### src/uoe_pkg.sv
// shared constants for the otg event-flag block
package uoe_pkg;

  // register port widths
  localparam int UOE_ADDR_W = 8;
  localparam int UOE_DATA_W = 32;
  localparam int UOE_REG_W  = 8;

  // register byte offsets
  localparam logic [7:0] UOE_OFF_FLAGS   = 8'h00;
  localparam logic [7:0] UOE_OFF_ENABLES = 8'h04;
  localparam logic [7:0] UOE_OFF_STATUS  = 8'h08;

  // event flag and enable bit positions
  localparam int UOE_BIT_CABLE = 7;
  localparam int UOE_BIT_TIMER = 6;
  localparam int UOE_BIT_LINE  = 5;
  localparam int UOE_BIT_WAKE  = 4;
  localparam int UOE_BIT_SESS  = 3;
  localparam int UOE_BIT_BDEV  = 2;
  localparam int UOE_BIT_ADEV  = 0;

  // live status bit positions
  localparam int UOE_ST_CABLE = 7;
  localparam int UOE_ST_LINE  = 5;
  localparam int UOE_ST_SESS  = 3;
  localparam int UOE_ST_SEND  = 2;
  localparam int UOE_ST_ADEV  = 0;

  // implemented bits of flag and enable registers
  localparam logic [7:0] UOE_IMPL_MASK = 8'hFD;

  // values after reset
  localparam logic [7:0]  UOE_RESET_FLAGS   = 8'h00;
  localparam logic [7:0]  UOE_RESET_ENABLES = 8'h00;
  localparam logic [1:0]  UOE_RESET_LINE    = 2'h0;
  localparam logic [31:0] UOE_RESET_RDATA   = 32'h0000_0000;

  // timing: usb clock rate and the one-millisecond interval
  localparam int UOE_CLK_FREQ_KHZ = 48000;
  localparam int UOE_TICK_TIME_MS = 1;
  localparam int UOE_MS_CYCLES    = UOE_CLK_FREQ_KHZ * UOE_TICK_TIME_MS;

endpackage

### src/uoe_change_det.sv
// change and rise detector for a sampled level
`timescale 1ns/1ps

module uoe_change_det
  import uoe_pkg::*;
#(
  parameter int WIDTH = 1
)
(
  // clock and reset
  input  wire logic             clock,
  input  wire logic             resetn,
  // sampled level
  input  wire logic [WIDTH-1:0] sig,
  // detections, valid in the cycle the level moves
  output logic                  chg,
  output logic                  rise
);

  typedef struct packed
  {
    logic             primed;
    logic [WIDTH-1:0] prev;
  } uoe_det_s;

  uoe_det_s st_ff;
  uoe_det_s nxt_st;

  // first sample after reset only primes the history
  always_comb
  begin
    nxt_st        = st_ff;
    nxt_st.primed = 1'b1;
    nxt_st.prev   = sig;
  end

  always_ff @(posedge clock)
  begin
    if (!resetn)
      st_ff <= '0;
    else
      st_ff <= nxt_st;
  end

  // compare against last sample
  assign chg  = st_ff.primed && (sig != st_ff.prev);
  assign rise = st_ff.primed && (|(sig & ~st_ff.prev));

endmodule

### src/uoe_event_flags.sv
// otg event flags, enables, live status and interrupt request
//
// Strobed register access and the placing of the registers were left to the implementer.
`timescale 1ns/1ps

module uoe_event_flags
  import uoe_pkg::*;
#(
  parameter int MS_CYCLES = UOE_MS_CYCLES
)
(
  // usb clock and reset
  input  wire logic                  clock,
  input  wire logic                  resetn,
  // register port
  input  wire logic [UOE_ADDR_W-1:0] addr,
  input  wire logic [UOE_DATA_W-1:0] wr_data,
  input  wire logic                  wr_en,
  input  wire logic                  rd_en,
  output logic      [UOE_DATA_W-1:0] rd_data,
  // cable and line state
  input  wire logic                  cable_id,
  input  wire logic                  line_se0,
  input  wire logic                  line_jstate,
  // wake-up activity detector pulse
  input  wire logic                  wake_activity,
  // vbus comparators
  input  wire logic                  session_valid,
  input  wire logic                  session_end,
  input  wire logic                  a_vbus_valid,
  // interrupt request
  output logic                       irq
);

  // register state kept in this module; detectors and timers keep their own
  typedef struct packed
  {
    logic [UOE_REG_W-1:0]  flags;
    logic [UOE_REG_W-1:0]  enables;
    logic [1:0]            reported_line;
    logic [UOE_DATA_W-1:0] rd_data;
    logic                  irq;
  } uoe_top_s;

  uoe_top_s st_ff;
  uoe_top_s nxt_st;

  // event detections
  logic                 cable_chg;
  logic                 line_chg;
  logic                 line_stable;
  logic                 send_chg;
  logic                 send_rise;
  logic                 adev_chg;
  logic                 ms_tick;
  logic [1:0]           line_now;

  // per-cycle set and clear vectors
  logic [UOE_REG_W-1:0] set_vec;
  logic [UOE_REG_W-1:0] clr_vec;
  logic [UOE_REG_W-1:0] live_status;

  // register port decode
  logic                 wr_flags;
  logic                 wr_enables;
  logic                 rd_flags;
  logic                 rd_enables;
  logic                 rd_status;
  logic [UOE_REG_W-1:0] wr_byte;

  // line qualified against a move in this very cycle
  logic                 line_settled;
  logic                 line_new;

  // next register values and the register picked for reading
  logic [UOE_REG_W-1:0] nxt_flags;
  logic [UOE_REG_W-1:0] nxt_enables;
  logic [UOE_REG_W-1:0] pending;
  logic [UOE_REG_W-1:0] rd_view;

  assign line_now = {line_se0, line_jstate};

  // cable identification change
  uoe_change_det #(
    .WIDTH (1)
  ) u_cable_det (
    .clock  (clock),
    .resetn (resetn),
    .sig    (cable_id),
    .chg    (cable_chg),
    .rise   ()
  );

  // line state change, restarts the stability interval
  uoe_change_det #(
    .WIDTH (2)
  ) u_line_det (
    .clock  (clock),
    .resetn (resetn),
    .sig    (line_now),
    .chg    (line_chg),
    .rise   ()
  );

  // session-end comparator: change and fall below session end
  uoe_change_det #(
    .WIDTH (1)
  ) u_send_det (
    .clock  (clock),
    .resetn (resetn),
    .sig    (session_end),
    .chg    (send_chg),
    .rise   (send_rise)
  );

  // a-device vbus-valid comparator change
  uoe_change_det #(
    .WIDTH (1)
  ) u_adev_det (
    .clock  (clock),
    .resetn (resetn),
    .sig    (a_vbus_valid),
    .chg    (adev_chg),
    .rise   ()
  );

  // free-running one-millisecond timer on the usb clock
  uoe_ms_counter #(
    .LIMIT (MS_CYCLES),
    .WRAP  (1'b1)
  ) u_ms_timer (
    .clock   (clock),
    .resetn  (resetn),
    .restart (1'b0),
    .done    (ms_tick)
  );

  // line held unchanged for one millisecond
  uoe_ms_counter #(
    .LIMIT (MS_CYCLES),
    .WRAP  (1'b0)
  ) u_line_timer (
    .clock   (clock),
    .resetn  (resetn),
    .restart (line_chg),
    .done    (line_stable)
  );

  // a line that moved in this cycle is not settled yet
  assign line_settled = line_stable && !line_chg;
  assign line_new     = line_settled && (line_now != st_ff.reported_line);

  // live comparator and line conditions, unused bits zero
  always_comb
  begin
    live_status               = '0;
    live_status[UOE_ST_CABLE] = cable_id;
    live_status[UOE_ST_LINE]  = line_settled;
    live_status[UOE_ST_SESS]  = session_valid;
    live_status[UOE_ST_SEND]  = session_end;
    live_status[UOE_ST_ADEV]  = a_vbus_valid;
  end

  // register port decode, only the low byte of write data matters
  assign wr_byte    = wr_data[UOE_REG_W-1:0];
  assign wr_flags   = wr_en && (addr == UOE_OFF_FLAGS);
  assign wr_enables = wr_en && (addr == UOE_OFF_ENABLES);
  assign rd_flags   = rd_en && (addr == UOE_OFF_FLAGS);
  assign rd_enables = rd_en && (addr == UOE_OFF_ENABLES);
  assign rd_status  = rd_en && (addr == UOE_OFF_STATUS);

  // hardware event sources, one per implemented flag
  always_comb
  begin
    set_vec                = '0;
    set_vec[UOE_BIT_CABLE] = cable_chg;
    set_vec[UOE_BIT_TIMER] = ms_tick;
    set_vec[UOE_BIT_LINE]  = line_new;
    set_vec[UOE_BIT_WAKE]  = wake_activity;
    set_vec[UOE_BIT_SESS]  = send_rise;
    set_vec[UOE_BIT_BDEV]  = send_chg;
    set_vec[UOE_BIT_ADEV]  = adev_chg;
  end

  // write one to clear, only on implemented bits
  always_comb
  begin
    clr_vec = '0;
    if (wr_flags)
      clr_vec = wr_byte & UOE_IMPL_MASK;
  end

  // one sticky cell per implemented bit position of flags and enables
  for (genvar b = 0; b < UOE_REG_W; b++)
  begin : g_bit
    if (UOE_IMPL_MASK[b])
    begin : g_impl
      // a new event outweighs a same-cycle clear
      assign nxt_flags[b]   = set_vec[b] || (st_ff.flags[b] && !clr_vec[b]);
      // enable keeps its value until written
      assign nxt_enables[b] = wr_enables ? wr_byte[b] : st_ff.enables[b];
      // flag and enable pair that stands after this edge
      assign pending[b]     = nxt_flags[b] && nxt_enables[b];
    end
    else
    begin : g_none
      // unimplemented position stays zero
      assign nxt_flags[b]   = 1'b0;
      assign nxt_enables[b] = 1'b0;
      assign pending[b]     = 1'b0;
    end
  end

  // register picked by the read strobe, nothing picked reads zero
  always_comb
  begin
    rd_view = '0;
    if (rd_flags)
      rd_view = st_ff.flags;
    else if (rd_enables)
      rd_view = st_ff.enables;
    else if (rd_status)
      rd_view = live_status;
  end

  // next state: flags, enables, reported line, read data, request
  always_comb
  begin
    nxt_st         = st_ff;
    nxt_st.flags   = nxt_flags;
    nxt_st.enables = nxt_enables;
    // remember the stable line value just reported
    if (line_new)
      nxt_st.reported_line = line_now;
    // read data stand only in the cycle after the read strobe
    nxt_st.rd_data = UOE_DATA_W'(rd_view);
    // request follows the registered flag and enable pairs
    nxt_st.irq = |pending;
  end

  // state register, cleared at reset
  always_ff @(posedge clock)
  begin
    if (!resetn)
    begin
      st_ff.flags         <= UOE_RESET_FLAGS;
      st_ff.enables       <= UOE_RESET_ENABLES;
      st_ff.reported_line <= UOE_RESET_LINE;
      st_ff.rd_data       <= UOE_RESET_RDATA;
      st_ff.irq           <= 1'b0;
    end
    else
    begin
      st_ff.flags         <= nxt_st.flags;
      st_ff.enables       <= nxt_st.enables;
      st_ff.reported_line <= nxt_st.reported_line;
      st_ff.rd_data       <= nxt_st.rd_data;
      st_ff.irq           <= nxt_st.irq;
    end
  end

  // outputs straight from flip-flops
  assign rd_data = st_ff.rd_data;
  assign irq     = st_ff.irq;

endmodule

### src/uoe_ms_counter.sv
// millisecond interval counter, free-running or restartable
`timescale 1ns/1ps

module uoe_ms_counter
  import uoe_pkg::*;
#(
  parameter int LIMIT = UOE_MS_CYCLES,
  parameter bit WRAP  = 1'b1
)
(
  // clock and reset
  input  wire logic clock,
  input  wire logic resetn,
  // restart the interval
  input  wire logic restart,
  // wrap: one-cycle expiry pulse; hold: level while interval reached
  output logic      done
);

  localparam int CW = $clog2(LIMIT + 1);
  localparam logic [CW-1:0] LAST = CW'(LIMIT - 1);

  typedef struct packed
  {
    logic [CW-1:0] count;
    logic          done;
  } uoe_cnt_s;

  uoe_cnt_s st_ff;
  uoe_cnt_s nxt_st;

  // count, then wrap or saturate at the last cycle
  always_comb
  begin
    nxt_st = st_ff;
    if (restart)
      nxt_st.count = '0;
    else if (st_ff.count == LAST)
      nxt_st.count = WRAP ? '0 : LAST;
    else
      nxt_st.count = CW'(st_ff.count + 1'b1);
    if (WRAP)
      nxt_st.done = !restart && (st_ff.count == LAST);
    else
      nxt_st.done = !restart && (nxt_st.count == LAST);
  end

  always_ff @(posedge clock)
  begin
    if (!resetn)
      st_ff <= '0;
    else
      st_ff <= nxt_st;
  end

  assign done = st_ff.done;

endmodule

### config.mk
export PLATFORM = sky130hd
export DESIGN_NAME = uoe_event_flags
export DESIGN_NICKNAME = d
export VERILOG_FILES = /design/src/uoe_pkg.sv /design/src/uoe_change_det.sv /design/src/uoe_event_flags.sv /design/src/uoe_ms_counter.sv
export SDC_FILE = /design/constraint.sdc
export NUM_CORES = 1
export LEC_CHECK = 0
export BUFFER_PORTS_ARGS = -buffer_cell sky130_fd_sc_hd__buf_2
export CORE_MARGIN = 1
export CORE_UTILIZATION = 50
export CTS_BUF_LIST = sky130_fd_sc_hd__clkbuf_8
export DETAILED_ROUTE_END_ITERATION = 16
export PLACE_DENSITY = 0.83
export SYNTH_ARGS = -nofsm -noshare
export SYNTH_HDL_FRONTEND = slang
export SYNTH_SLANG_ARGS = --single-unit
### constraint.sdc
create_clock -name clock -period 2.35 [get_ports clock]
set_clock_uncertainty 0.15 [all_clocks]
set_input_delay 0.235 -clock clock [delete_from_list [all_inputs] [get_ports clock]]
set_output_delay 0.235 -clock clock [all_outputs]
set_load 0.01 [all_outputs]
==> impl_metrics.xml, run 1 <==
<?xml version="1.0" encoding="UTF-8"?>
<metrics>
  <group name="critical_path">
    <metric name="path_class" unit="">reg -&gt; reg</metric>
    <metric name="worst-endpoint-required" unit="ns">2.43</metric>
    <metric name="timing.critical_path.arrival" unit="ns">2.27</metric>
    <metric name="crit_path_max_fanout" unit="">6</metric>
    <metric name="rrSetupSlack" unit="ns">0.15</metric>
    <metric name="critical_path.startpoint_type" unit="">register</metric>
    <metric name="worst_setup_path_end_kind" unit="">register</metric>
  </group>
  <group name="clocking">
    <metric name="clock-root-buffer" unit="">sky130_fd_sc_hd__clkbuf_8</metric>
    <metric name="cts_tree" unit="">yes</metric>
    <metric name="numCtsBuffers" unit="">9</metric>
    <metric name="ctsHtreeMaxLevel" unit="">3</metric>
    <metric name="cts.clk_slew.worst_paths" unit="ns">0.06</metric>
    <metric name="max-clock-path-buffers" unit="">2</metric>
    <metric name="cts_post_setup_buffers_inserted" unit="">0</metric>
    <metric name="worst_skew_pair_latency" unit="ns">0.34</metric>
    <metric name="cts_sinks" unit="">64</metric>
  </group>
  <group name="grt">
    <metric name="grt_antenna_before_repair" unit="">0</metric>
    <metric name="globalRouteOverflowTotal" unit="">0</metric>
    <metric name="globalRouteTotalUtil" unit="%">19.01</metric>
    <metric name="grt_max_degree" unit="">26</metric>
    <metric name="wire_length_of_the_first_global_routing_pass" unit="um">9390</metric>
    <metric name="via_count_of_the_first_global_routing_pass" unit="">2237</metric>
  </group>
  <group name="yosys">
    <metric name="synth_compound_gate_area_share" unit="%">9.072</metric>
    <metric name="synth.top_cells.by_area" unit="">sky130_fd_sc_hd__dfxtp_1 41%, sky130_fd_sc_hd__buf_4 8.0%, sky130_fd_sc_hd__xnor2_1 4.5%</metric>
    <metric name="synth_seq_area_share" unit="%">41.47</metric>
    <metric name="muxShareOfSynthArea" unit="%">2.916</metric>
    <metric name="synth_top_area_share" unit="%">41.47</metric>
    <metric name="largest_family_of_logic_cells_by_synthesized_area" unit="">simple AND/OR/NAND/NOR gates</metric>
    <metric name="synthDistinctLibCells" unit="">53</metric>
    <metric name="synth_enable_flop_cells" unit="">0</metric>
    <metric name="gate_count_of_the_mapped_netlist" unit="">339</metric>
    <metric name="synth.ff_latch_count" unit="">64</metric>
    <metric name="netlist_area" unit="sq mm">0.003089</metric>
    <metric name="synth_fa_ha_area_share" unit="%">1.215</metric>
    <metric name="asyncSetResetFlopFracSynth" unit="%">0</metric>
    <metric name="yosys.area_share.simple" unit="%">26.16</metric>
    <metric name="synth_xor_xnor_area_share" unit="%">9.072</metric>
    <metric name="yosysTopAreaCell" unit="">sky130_fd_sc_hd__dfxtp_1</metric>
    <metric name="post_synth.cell_area_avg" unit="sq um">9.113</metric>
    <metric name="yosys_warnings" unit="">0</metric>
    <metric name="synth_ff_type" unit="">sky130_fd_sc_hd__dfxtp_1</metric>
  </group>
  <group name="sta">
    <metric name="setup_total_negative_slack" unit="ns">0</metric>
    <metric name="minimum_period_implied_by_the_final_worst_setup_slack" unit="ns">2.196</metric>
    <metric name="slew_violations" unit="">0</metric>
    <metric name="tightest_slew" unit="ns">0.6077</metric>
    <metric name="fmax" unit="MHz">455.3</metric>
    <metric name="unrepaired_setup_endpoints_after_global_routing" unit="">no</metric>
    <metric name="finalHoldWorstSlack" unit="ns">0.02024</metric>
    <metric name="timing_hold_violations_final" unit="">0</metric>
    <metric name="final-setup-viol-count" unit="">0</metric>
    <metric name="slew-limit-headroom" unit="%">59.11</metric>
    <metric name="final.period_utilization" unit="%">93.46</metric>
  </group>
  <group name="layout">
    <metric name="syn2layout_area_growth" unit="%">11.54</metric>
    <metric name="antenna_cells" unit="">0</metric>
    <metric name="nets" unit="">426</metric>
    <metric name="post_layout_nonfiller_instances" unit="">451</metric>
    <metric name="proportion_of_layout_cells_with_a_drive_suffix_above_1" unit="%">18.09</metric>
    <metric name="final_core_density" unit="%">57.86</metric>
  </group>
  <group name="floorplanning">
    <metric name="floorplan.core_area" unit="sq mm">0.005956</metric>
    <metric name="num_rows" unit="">28</metric>
    <metric name="die_h" unit="um">80.60</metric>
    <metric name="die_area" unit="sq mm">0.006496</metric>
    <metric name="die_width" unit="um">80.60</metric>
    <metric name="floorplan.io_pins" unit="">84</metric>
    <metric name="initial_core_util" unit="%">51.87</metric>
  </group>
  <group name="route">
    <metric name="routed_via_density" unit="">5.208</metric>
    <metric name="post_drt_wl_per_cell" unit="um">12.45</metric>
    <metric name="routed_wirelength" unit="um">5616</metric>
    <metric name="route.detailed.drc" unit="">0</metric>
    <metric name="drt-initial-drc-count" unit="">56</metric>
    <metric name="vias" unit="">2349</metric>
    <metric name="postRouteAntennaNets" unit="">0</metric>
    <metric name="dr.pass1.iters" unit="">4</metric>
  </group>
  <group name="pwr">
    <metric name="power_per_cell_area" unit="mW/mm^2">661.7</metric>
    <metric name="cellInternalPower" unit="mW">1.781</metric>
    <metric name="total_switching_power" unit="mW">0.4986</metric>
    <metric name="max-vdd-ir-drop" unit="mV">0.5238</metric>
    <metric name="comb_power_share" unit="%">6.2</metric>
    <metric name="clockPowerShare" unit="%">44.8</metric>
    <metric name="leakage" unit="nW">1.370</metric>
    <metric name="swShare" unit="%">21.87</metric>
    <metric name="power.share.sequential" unit="%">49.0</metric>
  </group>
  <group name="place">
    <metric name="place.detailed.instances" unit="">432</metric>
    <metric name="detailedPlacementHpwl" unit="um">3997</metric>
    <metric name="gpl.final_weighted_congestion" unit="">0.8402</metric>
    <metric name="port_buffers" unit="">33</metric>
  </group>
  <group name="run">
    <metric name="max_cap_viol_count" unit="">0</metric>
  </group>
  <group name="run_status">
    <metric name="outcome" unit="">finished clean</metric>
  </group>
  <group name="hold_path">
    <metric name="min-delay-path-class" unit="">in -&gt; reg</metric>
  </group>
</metrics>
## final timing paths
kind / from / endpoint / cells past startpoint
setup / recovery: u_line_timer.st_ff[1] / u_line_timer.done / 6
hold / removal: line_se0 / u_line_det.st_ff[1] / 2
setup reg to reg: u_line_timer.st_ff[1] / u_line_timer.done / 6
hold reg to reg: u_ms_timer.st_ff[1] / u_ms_timer.st_ff[1] / 1
## state kept, by name (all words and copies together) (netlist names), 2 cells and up
name and flops:
rd_data 7, st_ff 16, u_adev_det.st_ff 2, u_line_det.st_ff 2, u_line_timer.st_ff 16, u_ms_timer.st_ff 16
## power by group through the flow
stage,clock network [mW],logic (mW),registers [mW]
after floorplan,0,0.121,1.14
after global placement,0,0.133,1.14
after detailed placement,0,0.136,1.14
after CTS,1.04,0.142,1.12
after global routing,1.11,0.160,1.12
final,1.02,0.142,1.12
## cells in the mapped netlist, types with 2 or more instances
cell / count
sky130_fd_sc_hd__a2111oi_0: 4
sky130_fd_sc_hd__a21boi_0: 2
sky130_fd_sc_hd__a21oi_1: 11
sky130_fd_sc_hd__a22oi_1: 2
sky130_fd_sc_hd__and2_1: 9
sky130_fd_sc_hd__and3_1: 3
sky130_fd_sc_hd__and4_1: 2
sky130_fd_sc_hd__buf_2: 2
sky130_fd_sc_hd__buf_4: 33
sky130_fd_sc_hd__clkbuf_1: 7
sky130_fd_sc_hd__dfxtp_1: 64
sky130_fd_sc_hd__ha_1: 3
sky130_fd_sc_hd__inv_1: 5
sky130_fd_sc_hd__mux2i_1: 9
sky130_fd_sc_hd__nand2_1: 22
sky130_fd_sc_hd__nand2b_1: 5
sky130_fd_sc_hd__nand3_1: 17
sky130_fd_sc_hd__nand4_1: 8
sky130_fd_sc_hd__nand4_2: 2
sky130_fd_sc_hd__nand4b_1: 2
sky130_fd_sc_hd__nor2_1: 33
sky130_fd_sc_hd__nor2b_1: 20
sky130_fd_sc_hd__nor3_1: 8
sky130_fd_sc_hd__nor4_1: 2
sky130_fd_sc_hd__o21ai_0: 2
sky130_fd_sc_hd__o22ai_1: 3
sky130_fd_sc_hd__or2_2: 3
sky130_fd_sc_hd__xnor2_1: 16
sky130_fd_sc_hd__xor2_1: 16
## area by class of cell
| type | count | area, sq um |
|---|---|---|
| clock buffer | 10 | 137.6 |
| multi-input combinational | 251 | 1597 |
| timing repair buffer | 41 | 235.2 |
| clock inverter | 5 | 81.33 |
| fill | 523 | 2510 |
| inverter | 5 | 18.77 |
| tap | 75 | 93.84 |
| sequential | 64 | 1282 |
## repair_timing
action                                  in CTS  in global routing
resized for setup                            0                  2
hold buffers                                 4                  0
hold endpoints to repair                     4                  0
endpoints found under the setup margin       0                  3
## worst max-delay path, cell delays in order (launching register included)
cell and delay (ns):
sky130_fd_sc_hd__dfxtp_1 0.40, sky130_fd_sc_hd__ha_1 0.24, sky130_fd_sc_hd__nand3_1 0.17, sky130_fd_sc_hd__nor3_2 0.27
sky130_fd_sc_hd__nor4bb_1 0.34, sky130_fd_sc_hd__o31ai_1 0.13, sky130_fd_sc_hd__a2111oi_2 0.40
## through the flow
stage / area (sq um) / power [mW] / setup slack, ns
6_report: 3446 / 2.280 / 0.1537
4_1_cts: 3438 / 2.302 / 0.1121
3_5_place_dp: 3179 / 1.278 / 0.1554
3_3_place_gp: 3179 / 1.275 / 0.2054
5_1_grt: 3446 / 2.390 / 0.01093
2_1_floorplan: 3179 / 1.260 / 0.3659
## layout by cell type (no fill, tap or decap), types with 10 or more instances in the layout
master,netlist,layout
sky130_fd_sc_hd__dfxtp_1,64,63
sky130_fd_sc_hd__nand2_1,22,22
sky130_fd_sc_hd__xnor2_1,16,16
sky130_fd_sc_hd__nor2b_1,20,20
sky130_fd_sc_hd__nor2_1,33,33
sky130_fd_sc_hd__a21oi_1,11,11
sky130_fd_sc_hd__buf_2,2,33
sky130_fd_sc_hd__nand3_1,17,17
sky130_fd_sc_hd__xor2_1,16,16
sky130_fd_sc_hd__clkbuf_8,0,10
sky130_fd_sc_hd__conb_1,1,25
## metal layers
layer | global-route usage, % | up-vias | part of all wire [%]
met5 | 0 | - | 0
li1 | - | 1168 | -
met2 | 34.49 | 69 | 50
met1 | 19.56 | 1102 | 43
met3 | 7.727 | 10 | 5.6
met4 | 6.429 | 0 | 1.1
## logic make-up (layout without fill, tap and decap cells)
group / count (synthesis) / in the layout
compound gates: 36 / 36
fa+ha+maj: 3 / 3
flops: 64 / 64
other cells: 1 / 25
simple gates: 146 / 146
mux: 9 / 9
xor+xnor: 32 / 32
buf+inv: 48 / 61
No activity file was read; power rests on OpenSTA's default activity.
==> inputs of run 2 (changes only) <==
CORE_ASPECT_RATIO = 1.5   (was default)
==> impl_metrics.xml, run 2 (synthesis results as in run 1) <==
<?xml version="1.0" encoding="UTF-8"?>
<metrics>
  <group name="route">
    <metric name="routed_via_density" unit="">5.098</metric>
    <metric name="postRouteAntennaNets" unit="">0</metric>
    <metric name="routed_wirelength" unit="um">5653</metric>
    <metric name="dr.pass1.iters" unit="">4</metric>
    <metric name="post_drt_wl_per_cell" unit="um">12.56</metric>
    <metric name="route.detailed.drc" unit="">0</metric>
    <metric name="vias" unit="">2294</metric>
    <metric name="drt-initial-drc-count" unit="">57</metric>
  </group>
  <group name="sta">
    <metric name="finalHoldWorstSlack" unit="ns">0.02398</metric>
    <metric name="post-route-worst-setup-slack" unit="ns">0.1851</metric>
    <metric name="final.period_utilization" unit="%">92.12</metric>
    <metric name="tightest_slew" unit="ns">0.5218</metric>
    <metric name="fmax" unit="MHz">461.9</metric>
    <metric name="slew-limit-headroom" unit="%">64.89</metric>
    <metric name="final-setup-viol-count" unit="">0</metric>
    <metric name="slew_violations" unit="">0</metric>
    <metric name="minimum_period_implied_by_the_final_worst_setup_slack" unit="ns">2.165</metric>
    <metric name="timing_hold_violations_final" unit="">0</metric>
    <metric name="unrepaired_setup_endpoints_after_global_routing" unit="">no</metric>
    <metric name="setup_total_negative_slack" unit="ns">0</metric>
  </group>
  <group name="clocking">
    <metric name="cts.clk_slew.worst_paths" unit="ns">0.07</metric>
    <metric name="cts_sinks" unit="">64</metric>
    <metric name="ctsHtreeMaxLevel" unit="">3</metric>
    <metric name="cts_tree" unit="">yes</metric>
    <metric name="max-clock-path-buffers" unit="">2</metric>
    <metric name="clock-root-buffer" unit="">sky130_fd_sc_hd__clkbuf_8</metric>
    <metric name="numCtsBuffers" unit="">9</metric>
    <metric name="worst_skew_pair_latency" unit="ns">0.34</metric>
  </group>
  <group name="pwr">
    <metric name="power_per_cell_area" unit="mW/mm^2">630.9</metric>
    <metric name="comb_power_share" unit="%">6.6</metric>
    <metric name="max-vdd-ir-drop" unit="mV">0.3443</metric>
    <metric name="swShare" unit="%">23.86</metric>
    <metric name="cellInternalPower" unit="mW">1.641</metric>
    <metric name="leakage" unit="nW">1.379</metric>
    <metric name="clockPowerShare" unit="%">41.5</metric>
    <metric name="power.share.sequential" unit="%">51.9</metric>
    <metric name="total_switching_power" unit="mW">0.5144</metric>
  </group>
  <group name="layout">
    <metric name="syn2layout_area_growth" unit="%">10.61</metric>
    <metric name="fillerInstances" unit="">522</metric>
    <metric name="antenna_cells" unit="">0</metric>
    <metric name="multiInputGateArea" unit="sq mm">0.001597</metric>
    <metric name="final_core_density" unit="%">58.21</metric>
    <metric name="final_design_area_no_fill" unit="sq mm">0.003417</metric>
    <metric name="layout.cells.most_common_list" unit="">64 x sky130_fd_sc_hd__dfxtp_1, 33 x sky130_fd_sc_hd__nor2_1, 33 x sky130_fd_sc_hd__buf_2</metric>
    <metric name="reg_area" unit="sq mm">0.001281</metric>
    <metric name="proportion_of_layout_cells_with_a_drive_suffix_above_1" unit="%">17.72</metric>
    <metric name="layout.cells.most_common" unit="">sky130_fd_sc_hd__dfxtp_1</metric>
    <metric name="reg_top3" unit="">st_ff (16), u_line_timer.st_ff (16), u_ms_timer.st_ff (16)</metric>
    <metric name="nets" unit="">427</metric>
  </group>
  <group name="critical_path">
    <metric name="timing.critical_path.cells" unit="">ha_1 &gt; nand3_1 &gt; nor3_4 &gt; nor4bb_1 &gt; o31ai_1 &gt; a2111oi_2</metric>
    <metric name="worst_setup_path_end_kind" unit="">register</metric>
    <metric name="cp_slowest_stage_delay" unit="ns">0.41</metric>
    <metric name="critical_path.slowest_cell" unit="">sky130_fd_sc_hd__dfxtp_1</metric>
    <metric name="worst_path_dominant_cell_family" unit="">simple AND/OR/NAND/NOR gates</metric>
    <metric name="timing.critical_path.arrival" unit="ns">2.26</metric>
    <metric name="critical_path.startpoint_type" unit="">register</metric>
    <metric name="worst-endpoint-required" unit="ns">2.45</metric>
    <metric name="path_class" unit="">reg -&gt; reg</metric>
    <metric name="crit_path_max_fanout" unit="">6</metric>
    <metric name="critical_path_buf_inv_count" unit="">0</metric>
  </group>
  <group name="run">
    <metric name="max_cap_viol_count" unit="">0</metric>
  </group>
  <group name="grt">
    <metric name="globalRouteTotalUtil" unit="%">19.14</metric>
    <metric name="via_count_of_the_first_global_routing_pass" unit="">2226</metric>
    <metric name="grt_max_degree" unit="">16</metric>
    <metric name="grt_antenna_before_repair" unit="">0</metric>
    <metric name="globalRouteOverflowTotal" unit="">0</metric>
    <metric name="wire_length_of_the_first_global_routing_pass" unit="um">9487</metric>
  </group>
  <group name="place">
    <metric name="detailedPlacementHpwl" unit="um">4158</metric>
    <metric name="placed_area" unit="sq mm">0.003183</metric>
    <metric name="post_placement_setup_slack" unit="ns">0.1489</metric>
    <metric name="port_buffers" unit="">33</metric>
    <metric name="gpl.final_weighted_congestion" unit="">0.8086</metric>
  </group>
  <group name="floorplanning">
    <metric name="floorplan.core_area" unit="sq mm">0.005871</metric>
    <metric name="initial_core_util" unit="%">52.62</metric>
    <metric name="num_rows" unit="">34</metric>
    <metric name="floorplan.io_pins" unit="">84</metric>
    <metric name="die_h" unit="um">98.27</metric>
    <metric name="die_width" unit="um">66.18</metric>
    <metric name="die_area" unit="sq mm">0.006504</metric>
  </group>
  <group name="hold_path">
    <metric name="min-delay-path-class" unit="">in -&gt; reg</metric>
  </group>
  <group name="run_status">
    <metric name="outcome" unit="">finished clean</metric>
  </group>
</metrics>
run 2: per-stage QoR:
stage	instances	total power [mW]
5_1_grt	450	2.251
4_1_cts	450	2.187
2_1_floorplan	363	1.260
6_report	450	2.156
3_5_place_dp	430	1.279
3_3_place_gp	430	1.275
run 2: per-layer routing:
| metal | track usage (%) | vias to the layer above | wire length [um] |
|---|---|---|---|
| met5 | 0 | - | 0 |
| met1 | 19.04 | 1060 | 2215 |
| met2 | 34.85 | 57 | 3118 |
| met4 | 9.820 | 0 | 89 |
| li1 | - | 1167 | - |
| met3 | 5.257 | 10 | 230 |
run 2: tightest hold or removal path, stage by stage:
cell                        delay, ns
sky130_fd_sc_hd__buf_2           0.09
sky130_fd_sc_hd__nand2b_1        0.05
sky130_fd_sc_hd__a2111oi_0       0.09
run 2: final cells by class:
type / count / area share [%]
sequential: 64 / 37.50
timing repair buffer: 42 / 7.104
tap: 72 / 2.636
clock buffer: 9 / 3.625
inverter: 5 / 0.5492
multi-input combinational: 251 / 46.72
clock inverter: 7 / 1.867
run 2: power groups by stage:
stage                     clock (mW)  sequential, mW  combinational [mW]
final                          0.895            1.12               0.142
after global routing           0.972            1.12               0.159
after CTS                      0.926            1.12               0.143
after detailed placement           0            1.14               0.137
after global placement             0            1.14               0.133
after floorplan                    0            1.14               0.121
run 2: repair_timing:
| action | in CTS | in global routing |
|---|---|---|
| endpoints found under the hold margin | 4 | 0 |
| setup buffers | 0 | 0 |
| hold buffers | 4 | 0 |
| endpoints found under the setup margin | 0 | 1 |
| resized for setup | 0 | 1 |
run 2: final timing paths:
path,slack [ns],from,end,depth (start not counted)
worst max-delay path,0.19,u_line_timer.st_ff[1],u_line_timer.done,6
worst min-delay path,0.02,session_valid,rd_data[3],3
worst max register to register,0.19,u_line_timer.st_ff[1],u_line_timer.done,6
worst min register to register,0.30,u_ms_timer.st_ff[1],u_ms_timer.st_ff[1],1
